[config.mk]
export PLATFORM = sky130hd
export DESIGN_NAME = gpet_edge
export DESIGN_NICKNAME = d
export VERILOG_FILES = /design/src/gpet_pkg.sv /design/src/gpet_edge.sv
export SDC_FILE = /design/constraint.sdc
export NUM_CORES = 1
export LEC_CHECK = 0
export BUFFER_PORTS_ARGS = -buffer_cell sky130_fd_sc_hd__clkbuf_2
export CAP_MARGIN = 20
export CORE_ASPECT_RATIO = 0.6
export CORE_UTILIZATION = 53
export CTS_CLUSTER_DIAMETER = 150
export DETAILED_ROUTE_END_ITERATION = 12
export PLACE_DENSITY = 0.79
export RECOVER_POWER = 50
export SYNTH_ARGS = -nofsm -noshare
export SYNTH_HDL_FRONTEND = slang
export SYNTH_SLANG_ARGS = --single-unit
[constraint.sdc]
create_clock -name clk -period 1.6 [get_ports clk]
set_input_delay 0.08 -clock clk [delete_from_list [all_inputs] [get_ports clk]]
set_output_delay 0.08 -clock clk [all_outputs]
set_load 0.005 [all_outputs]
[src/gpet_pkg.sv]
// Constants, types and register map of the GPIO edge-trigger enable block
// Operation
// - Writing one to a rise-set bit enables that pin's rising edge; zero does nothing.
// - Writing one to a rise-clear bit disables that pin's rising edge; zero does nothing.
// - Rise-set and rise-clear reads both return the current rising enable.
// - Bits 31-16 of each paired register serve the odd bank of the pair.
// - Bits 15-0 of each register serve the even bank, banks 0, 2, 4 and 6.
// - Banks 4-5 registers map bit 0 to pin 64 up to bit 31 to pin 95.
// - Bank 6 rise-set holds bits 7-0 for pins 96-103; upper bits read zero.
// - Bank 6 rise-clear bit 7 reads zero, cannot write; bits 6-0 writable.
// - Reset clears all rising and falling enables.
// - Writing one to a fall-set bit enables falling edge; same layout as rising.
// - Fall-set and fall-clear reads both return the current falling enable.
// - Writing one to a fall-clear bit disables falling edge; zero does nothing.
// - An enabled edge sets pending; software clears by writing one, zero ignored.
package gpet_pkg;
   localparam int PIN_COUNT  = 104;
   localparam int WORD_COUNT = 4;
   localparam int BANK_COUNT = 7;
   localparam int BANK_WIDTH = 16;
   localparam int PAD_WIDTH  = WORD_COUNT * 32 - PIN_COUNT;

   // Word offsets inside each group are base plus four times the word index
   localparam logic [7:0] OFS_BANK_IRQ_EN = 8'h00;
   localparam logic [3:0] GRP_RISE_SET    = 4'h1;
   localparam logic [3:0] GRP_RISE_CLR    = 4'h2;
   localparam logic [3:0] GRP_FALL_SET    = 4'h3;
   localparam logic [3:0] GRP_FALL_CLR    = 4'h4;
   localparam logic [3:0] GRP_PENDING     = 4'h5;

   localparam logic [1:0]  LAST_WORD       = 2'h3;
   localparam logic [31:0] FULL_WORD_MASK  = 32'hffffffff;
   localparam logic [31:0] LAST_SET_MASK   = 32'h000000ff;
   localparam logic [31:0] LAST_CLR_MASK   = 32'h0000007f;
   localparam logic [31:0] UNMAPPED_READ   = 32'h00000000;

   localparam logic [PIN_COUNT-1:0]  ENABLE_RESET   = 104'h0;
   localparam logic [PIN_COUNT-1:0]  PENDING_RESET  = 104'h0;
   localparam logic [BANK_COUNT-1:0] BANK_IRQ_RESET = 7'h00;

   typedef enum logic [2:0] {
      SEL_NONE     = 3'b000,
      SEL_BANK_IRQ = 3'b001,
      SEL_RISE_SET = 3'b010,
      SEL_RISE_CLR = 3'b011,
      SEL_FALL_SET = 3'b100,
      SEL_FALL_CLR = 3'b101,
      SEL_PENDING  = 3'b110
   } gpet_sel_type;

   typedef struct packed {
      logic [7:0]  addr;
      logic [31:0] wdata;
      logic        wr;
      logic        rd;
   } gpet_bus_req_type;
endpackage

[src/gpet_edge.sv]
// GPIO edge-trigger enables, pending status and bank interrupt
//
// Strobed register access and the register addresses were chosen for this implementation.
module gpet_edge
   import gpet_pkg::*;
(
   input  wire logic             clk,
   input  wire logic             resetn,
   input  wire gpet_bus_req_type bus_req,
   input  wire logic [103:0]     gpio_pin,
   output logic      [31:0]      rdata,
   output logic      [103:0]     pending_event,
   output logic                  irq
);
   logic [PIN_COUNT-1:0]  pin_meta;
   logic [PIN_COUNT-1:0]  pin_sync;
   logic [PIN_COUNT-1:0]  pin_prev;
   logic [PIN_COUNT-1:0]  rise_en;
   logic [PIN_COUNT-1:0]  fall_en;
   logic [BANK_COUNT-1:0] bank_irq_en;

   logic [PIN_COUNT-1:0]  next_rise_en;
   logic [PIN_COUNT-1:0]  next_fall_en;
   logic [PIN_COUNT-1:0]  next_pending;
   logic [BANK_COUNT-1:0] next_bank_irq_en;
   logic [31:0]           next_rdata;
   logic                  next_irq;
   logic [PIN_COUNT-1:0]  next_pin_meta;
   logic [PIN_COUNT-1:0]  next_pin_sync;
   logic [PIN_COUNT-1:0]  next_pin_prev;

   gpet_sel_type          sel;
   logic [1:0]            word;
   logic [6:0]            shamt;
   logic [31:0]           set_lane;
   logic [31:0]           clr_lane;
   logic [127:0]          set_mask;
   logic [127:0]          clr_mask;
   logic [127:0]          w1c_mask;
   logic [127:0]          rise_pad;
   logic [127:0]          fall_pad;
   logic [127:0]          pend_pad;
   logic [127:0]          rd_shift;
   logic [PIN_COUNT-1:0]  edge_evt;
   logic [PIN_COUNT-1:0]  rise_evt;
   logic [PIN_COUNT-1:0]  fall_evt;
   logic [PIN_COUNT-1:0]  bank_gate;

   // Register decode
   always_comb
   begin
      word  = bus_req.addr[3:2];
      shamt = {word, 5'h00};
      sel   = SEL_NONE;
      if (bus_req.addr[1:0] != 2'h0)
      begin
         sel = SEL_NONE;
      end
      else if (bus_req.addr == OFS_BANK_IRQ_EN)
      begin
         sel = SEL_BANK_IRQ;
      end
      else if (bus_req.addr[7:4] == GRP_RISE_SET)
      begin
         sel = SEL_RISE_SET;
      end
      else if (bus_req.addr[7:4] == GRP_RISE_CLR)
      begin
         sel = SEL_RISE_CLR;
      end
      else if (bus_req.addr[7:4] == GRP_FALL_SET)
      begin
         sel = SEL_FALL_SET;
      end
      else if (bus_req.addr[7:4] == GRP_FALL_CLR)
      begin
         sel = SEL_FALL_CLR;
      end
      else if (bus_req.addr[7:4] == GRP_PENDING)
      begin
         sel = SEL_PENDING;
      end
   end

   // Enable group: one strobe per write, so a set and a clear land in order
   always_comb
   begin
      // Bank 6 word only has eight pins; pin 103 cannot be cleared
      set_lane = (word == LAST_WORD) ? LAST_SET_MASK : FULL_WORD_MASK;
      clr_lane = (word == LAST_WORD) ? LAST_CLR_MASK : FULL_WORD_MASK;
      // Word n bit b is pin 32n+b: bits 15-0 even bank, 31-16 odd bank
      set_mask = {96'h0, bus_req.wdata & set_lane} << shamt;
      clr_mask = {96'h0, bus_req.wdata & clr_lane} << shamt;
      rise_pad = {{PAD_WIDTH{1'b0}}, rise_en};
      fall_pad = {{PAD_WIDTH{1'b0}}, fall_en};

      if (bus_req.wr)
      begin
         if (sel == SEL_RISE_SET)
         begin
            rise_pad = rise_pad | set_mask;
         end
         else if (sel == SEL_RISE_CLR)
         begin
            rise_pad = rise_pad & ~clr_mask;
         end
         else if (sel == SEL_FALL_SET)
         begin
            fall_pad = fall_pad | set_mask;
         end
         else if (sel == SEL_FALL_CLR)
         begin
            fall_pad = fall_pad & ~clr_mask;
         end
      end
      next_rise_en = rise_pad[PIN_COUNT-1:0];
      next_fall_en = fall_pad[PIN_COUNT-1:0];
   end

   // Enables change only on a write or a reset
   always_ff @(posedge clk)
   begin
      if (!resetn)
      begin
         rise_en <= ENABLE_RESET;
         fall_en <= ENABLE_RESET;
      end
      else
      begin
         rise_en <= next_rise_en;
         fall_en <= next_fall_en;
      end
   end

   // Synchroniser group: the pins belong to no clock, so two stages come first
   always_comb
   begin
      next_pin_meta = gpio_pin;
      next_pin_sync = pin_meta;
      next_pin_prev = pin_sync;
   end

   // A pin high at release looks like a rise, but enables are still zero
   always_ff @(posedge clk)
   begin
      if (!resetn)
      begin
         pin_meta <= ENABLE_RESET;
         pin_sync <= ENABLE_RESET;
         pin_prev <= ENABLE_RESET;
      end
      else
      begin
         pin_meta <= next_pin_meta;
         pin_sync <= next_pin_sync;
         pin_prev <= next_pin_prev;
      end
   end

   // Pending group: sticky bits, and an edge beats a clear in the same cycle
   always_comb
   begin
      rise_evt = pin_sync & ~pin_prev;
      fall_evt = ~pin_sync & pin_prev;
      // Either transition may fire when both enables are on
      edge_evt = (rise_evt & rise_en) | (fall_evt & fall_en);

      w1c_mask = {96'h0, bus_req.wdata & set_lane} << shamt;
      pend_pad = {{PAD_WIDTH{1'b0}}, pending_event};

      if (bus_req.wr && sel == SEL_PENDING)
      begin
         pend_pad = pend_pad & ~w1c_mask;
      end
      // Event set wins over a same-cycle software clear
      next_pending = pend_pad[PIN_COUNT-1:0] | edge_evt;
   end

   // Status only falls on a write of one or a reset
   always_ff @(posedge clk)
   begin
      if (!resetn)
      begin
         pending_event <= PENDING_RESET;
      end
      else
      begin
         pending_event <= next_pending;
      end
   end

   // Bank interrupt enable: a mask of seven bits, one per bank
   always_comb
   begin
      // Upper write data is dropped
      next_bank_irq_en = bank_irq_en;
      if (bus_req.wr && sel == SEL_BANK_IRQ)
      begin
         next_bank_irq_en = bus_req.wdata[BANK_COUNT-1:0];
      end
   end

   always_ff @(posedge clk)
   begin
      if (!resetn)
      begin
         bank_irq_en <= BANK_IRQ_RESET;
      end
      else
      begin
         bank_irq_en <= next_bank_irq_en;
      end
   end

   // Interrupt group: registered, so it trails pending by one cycle
   always_comb
   begin
      bank_gate = '0;
      for (int b = 0; b < BANK_COUNT; b++)
      begin
         for (int i = 0; i < BANK_WIDTH; i++)
         begin
            // Bank 6 stops at pin 103
            if (b * BANK_WIDTH + i < PIN_COUNT)
            begin
               bank_gate[b * BANK_WIDTH + i] = bank_irq_en[b];
            end
         end
      end

      next_irq = |(pending_event & bank_gate);
   end

   // Registered so the interrupt pin comes straight from a flop
   always_ff @(posedge clk)
   begin
      if (!resetn)
      begin
         irq <= 1'b0;
      end
      else
      begin
         irq <= next_irq;
      end
   end

   // Read group: data stand one cycle after the strobe, zero otherwise
   always_comb
   begin
      // Both set and clear views return the live enable
      rd_shift = 128'h0;
      if (sel == SEL_RISE_SET)
      begin
         rd_shift = {{PAD_WIDTH{1'b0}}, rise_en} >> shamt;
      end
      else if (sel == SEL_RISE_CLR)
      begin
         rd_shift = {{PAD_WIDTH{1'b0}}, rise_en} >> shamt;
      end
      else if (sel == SEL_FALL_SET)
      begin
         rd_shift = {{PAD_WIDTH{1'b0}}, fall_en} >> shamt;
      end
      else if (sel == SEL_FALL_CLR)
      begin
         rd_shift = {{PAD_WIDTH{1'b0}}, fall_en} >> shamt;
      end
      else if (sel == SEL_PENDING)
      begin
         rd_shift = {{PAD_WIDTH{1'b0}}, pending_event} >> shamt;
      end
      else if (sel == SEL_BANK_IRQ)
      begin
         rd_shift = {121'h0, bank_irq_en};
      end

      next_rdata = UNMAPPED_READ;
      if (bus_req.rd)
      begin
         next_rdata = rd_shift[31:0];
         // Pin 103 clear bit is read-only and reads zero
         if (sel == SEL_RISE_CLR || sel == SEL_FALL_CLR)
         begin
            if (word == LAST_WORD)
            begin
               next_rdata = rd_shift[31:0] & LAST_CLR_MASK;
            end
         end
      end
   end

   // Read data flop doubles as the output register
   always_ff @(posedge clk)
   begin
      if (!resetn)
      begin
         rdata <= UNMAPPED_READ;
      end
      else
      begin
         rdata <= next_rdata;
      end
   end
endmodule

# ---- Yosys cells after proc, flatten, opt, wreduce, memory -nomap -nowiden
# Cells that the tools add are included.
dict set report word_totals {
  regBits 664
  out_inout_bits 137
}
dict set report op_classes {
  n_reduce_logical 11
  n_shift 5
  n_eq_ne 12
  n_bitwise 20
  mux 22
}
# operator n
set ops {}
lappend ops {{$and 104x104->104} 8}
lappend ops {{$mux 104} 5}
lappend ops {{$not 104->104} 4}
lappend ops {{$or 104x104->104} 4}
lappend ops {{$shr 104x7->32} 3}
lappend ops {{$mux 32} 9}
lappend ops {{$shl 32x7->104} 2}
lappend ops {{$reduce_or 104->1} 1}
lappend ops {{$and 32x32->32} 2}
lappend ops {{$mux 3} 7}
lappend ops {{$eq 3x3->1 const B} 3}
lappend ops {{$eq 4x2->1 const B} 2}
lappend ops {{$eq 4x3->1 const B} 2}
lappend ops {{$logic_not 8->1} 1}
lappend ops {{$mux 7} 1}
lappend ops {{$eq 3x2->1 const B} 2}
lappend ops {{$reduce_bool 2->1} 3}
lappend ops {{$eq 4x1->1 const B} 1}
lappend ops {{$reduce_and 2->1} 2}
lappend ops {{$reduce_and 4->1} 1}
lappend ops {{$eq 3x1->1 const B} 1}
lappend ops {{$eq 2x2->1 const B} 1}
lappend ops {{$logic_and 1x1->1} 2}
lappend ops {{$not 1->1} 2}
lappend ops {{$logic_or 1x1->1} 1}

# ---- Logic depth before layout (Yosys ltp)
dict set report depth {
  word_depth 17
  ltp_mapped 8
}

# ---- Worst setup path before layout
# No wires, ideal clock.
dict set report synth_timing {
  path_kind {input-to-reg}
  start {input port bus_req[39] (netlist name)}
  end {register rdata[26]}
  setup_time_ns 0.120
  setup_slack_ns 0.007
  t_arrival_ns 1.473
  stages 7
  required_time_ns 1.480
  path_cell_list {buf_2 nand2b_1 a211oi_1 nand4_1 o21bai_1 buf_2 a21oi_1}
}
dict set report synth_via {
  elab_chain_cells 16
}
# item line_no
set synth_lines {}
lappend synth_lines {{from (decl)} gpet_edge.sv:9} ;# input wire gpet_bus_req_type bus_req,
lappend synth_lines {{$eq 4x3->1} gpet_edge.sv:79} ;# else if (bus_req.addr[7:4] == GRP_PENDING)
lappend synth_lines {{$mux 3} gpet_edge.sv:79}
lappend synth_lines {{$mux 3} gpet_edge.sv:75} ;# else if (bus_req.addr[7:4] == GRP_FALL_CLR)
lappend synth_lines {{$mux 3} gpet_edge.sv:71} ;# else if (bus_req.addr[7:4] == GRP_FALL_SET)
lappend synth_lines {{$mux 3} gpet_edge.sv:67} ;# else if (bus_req.addr[7:4] == GRP_RISE_CLR)
lappend synth_lines {{$mux 3} gpet_edge.sv:63} ;# else if (bus_req.addr[7:4] == GRP_RISE_SET)
lappend synth_lines {{$mux 3 *} gpet_edge.sv:59} ;# else if (bus_req.addr == OFS_BANK_IRQ_EN)
lappend synth_lines {{$mux 3 *} gpet_edge.sv:55} ;# if (bus_req.addr[1:0] != 2'h0)
lappend synth_lines {{$eq 3x3->1} gpet_edge.sv:268} ;# else if (sel == SEL_PENDING)
lappend synth_lines {{$mux 32} gpet_edge.sv:268}
lappend synth_lines {{$mux 32} gpet_edge.sv:264} ;# else if (sel == SEL_FALL_CLR)
lappend synth_lines {{$mux 32} gpet_edge.sv:260} ;# else if (sel == SEL_FALL_SET)
lappend synth_lines {{$mux 32} gpet_edge.sv:256} ;# else if (sel == SEL_RISE_CLR)
lappend synth_lines {{$mux 32} gpet_edge.sv:252} ;# if (sel == SEL_RISE_SET)
lappend synth_lines {{$mux 32} gpet_edge.sv:284} ;# if (word == LAST_WORD)
lappend synth_lines {{$mux 32 *} gpet_edge.sv:282} ;# if (sel == SEL_RISE_CLR || sel == SEL_FALL_CLR)
lappend synth_lines {{to (signal assigned)} gpet_edge.sv:301} ;# rdata <= next_rdata;
lappend synth_lines {{to (decl)} gpet_edge.sv:11} ;# output logic [31:0] rdata,
# Mark *: on every way between the ends. The rest lies on a longest branch, timed or not.
# A chain may end at the register's enable or synchronous reset.

# ---- Worst setup path after layout
dict set report layout_timing {
  start {register pending_event[29]}
  end {register irq}
}
dict set report layout_via {
  elab_chain_cells 2
}
# item line_no
set layout_lines {}
lappend layout_lines {{from (decl)} gpet_edge.sv:12} ;# output logic [103:0] pending_event,
lappend layout_lines {{from (signal assigned)} gpet_edge.sv:188} ;# pending_event <= next_pending;
lappend layout_lines {{$and 104x104->104} gpet_edge.sv:231} ;# next_irq = |(pending_event & bank_gate);
lappend layout_lines {{$reduce_or 104->1} gpet_edge.sv:231}
lappend layout_lines {{to (signal assigned)} gpet_edge.sv:243} ;# irq <= next_irq;
lappend layout_lines {{to (decl)} gpet_edge.sv:13} ;# output logic irq
# Every way passes these cells.

==> metrics.cfg <==
[pwr]
seqPwrFrac_pct=49.4
p_leak_nw=12.10
ir_drop_uv=684.2
p_sw_mw=7.637
p_per_area_mw_per_mm2=1059
p_int_mw=26.82
total_power_mw=34.46
clkPwrFrac_pct=44.8
p_sw_share_pct=22.16
combPwrFrac_pct=5.8

[worst_setup_path]
crit_path_end_kind=register
crit_path_max_fanout=2
worstPathArrival_ns=2.09
cp-start-kind=register
reg2reg_setup_slack_ns=-0.01
crit_type=reg -> reg
crit_required_ns=2.08

[clock_tree]
cts.reportedPaths.clkPinSlew_ns=0.07
cts_tree=done
ctsHtreeMaxLevel=2
worstSkewPairLatency_ns=0.61
cts_made_buffers=57
root_buffer=clkbuf_16
postCtsSetupBuffers=0
clk_path_buf_depth=3
clock_sinks=664

[yosys]
mappedNetlistArea_mm2=0.02579
netlist_instances=2713
synth_warnings=0
synth_nets=2861
ys_types=40
synth_ff_type=dfxtp_1
async_flop_share_pct=0
synth_top_cell_by_area=dfxtp_1
yosys-top-cells-count=664 x dfxtp_1, 313 x and2_1, 278 x o21ai_0
synth.top_cell.area_share_pct=51.55
synth_area_leaders=dfxtp_1 52%, and2_1 7.6%, nand3b_1 6.1%
yosysSeqAreaShare_pct=51.55
avgSynthCellArea_um2=9.506
synth_edf_count=0
ys_seq_elements=664
yosysMostFrequentCell=dfxtp_1

[detailed_routing]
wl_um=83980
vias=23960
drc=0
wl_per_cell_um=22.05
via_per_inst=6.291
drtPass1Iterations=9
drt-initial-drc-count=3073
ant_nets=0

[run_status]
outcome=finished, violations left
violations=negative setup slack

[timing]
slew_violations=0
fin_ws_ns=-0.01444
finClkSkew_ns=0.01943
finalCritPeriodShare_pct=100.9
fin_crit_ns=1.614
setup_viol=1
worst_slew_pin_slew_ns=0.7229
rsz0062_at_grt=true
max_freq_mhz=619.4
hold_viol_final=0
relSlewSlack_pct=51.81
holdWs_ns=0.05049

[floorplanning]
initial_utilization_pct=53.79
die_w_um=286.8
ioPinCount=285
core_mm2=0.04794
num_rows=62
die_y_um=172.9
die_area_mm2=0.04957

[cells_and_area]
multi_input_area_mm2=0.01156
regArea_mm2=0.01330
area_growth_pct=26.15
drive_gt1_share_pct=19.31
fillers=3629
finish.instance_area_mm2=0.03253
nNetsFinal=3269

[global_routing]
grtUsageTotal_pct=32.47
gr-total-overflow=0
first_global_vias=22560
grt_antenna_before_repair=4
grt_pass1_wl_um=128000
grt_max_degree=129

[placed_design]
place_congestion=0.9028
dpl_cell_area_mm2=0.02898
portBuffers=284
dpl.hpwl_um=54500

[flow_run]
maxCapViolations=0

[min_path]
hp-class=in -> reg

timing repair:
item / 4_1_cts / 5_1_grt
hold buffers: 140 / 0
cloned: 0 / 0
hold endpoints to repair: 341 / 0
gates resized for setup: 8 / 17
endpoints found under the setup margin: 1 / 2
pin swaps: 2 / 11
critical path: stages, from the launching register on:
cell and delay (ns):
dfxtp_1 0.34, nor4_4 0.31, buf_4 0.17, nand4_1 0.22, a222oi_1 0.32, a31oi_1 0.12
metal layers:
layer	part of all wire (%)	routed length (µm)	GRT usage, %
met1	41	34320	45.36
met2	43	36170	48.36
met3	13	10810	8.641
met4	3.2	2692	11.33
met5	0	0	0
path summary, 6_finish.rpt:
path | startpoint | end | depth (start not counted)
hold reg to reg | next_pin_sync[61] | next_pin_prev[61] | 1
hold / removal | bus_req[40] | rdata[30] | 4
setup reg to reg | pending_event[29] | irq | 5
setup / recovery | pending_event[29] | irq | 5
metrics by stage:
step                TNS [ns]  worst slack, ns  instances  util, %
global route        -0.02023         -0.02023       3806    67.85
global placement      -8.646          -0.3141       3562    60.44
floorplan                  0         0.007116       2713        -
detailed placement    -19.96          -0.2273       3562    60.44
finish              -0.01444         -0.01444       3808    67.86
CTS                        0        0.0003457       3804    67.84
cell usage in the layout (no fill, tap or decap), types with 57 or more instances in the layout:
cell,n
buf_4,140
and2_1,215
nand2_1,208
dlygate4sd3_1,140
dfxtp_1,657
nand3b_1,208
o21ai_0,278
clkbuf_2,273
a31oi_1,208
clkbuf_16,57
a21oi_1,137
nand4_1,111
and2_0,98
a32oi_1,103
mux2i_1,87
cells by family (layout without fill, tap and decap cells):
| family | after synthesis | count (layout) | synth area share [%] |
|---|---|---|---|
| compound gates | 768 | 768 | 17.88 |
| other cells | 0 | 4 | 0 |
| buf+inv | 269 | 720 | 4.313 |
| simple gates | 900 | 900 | 20.75 |
| mux | 111 | 111 | 5.473 |
| xor+xnor | 1 | 1 | 0.03397 |
| flops | 664 | 664 | 51.55 |
final cells by class:
cell class	instances	share of cell area, %
sequential	664	40.89
clock buffer	80	5.204
timing repair buffer	615	14.60
antenna	4	0.03077
multi-input combinational	1780	35.55
clock inverter	22	1.219
inverter	3	0.05000
tap	640	2.461
power groups by stage:
stage / sequential [mW] / clock [mW] / combinational (mW)
floorplan: 17.3 / 0 / 1.01
global placement: 17.4 / 0 / 1.65
detailed placement: 17.4 / 0 / 1.69
CTS: 17.0 / 15.5 / 1.98
global route: 17.0 / 16.3 / 2.12
finish: 17.0 / 15.4 / 2.00
No activity file was read; power rests on OpenSTA's default activity.
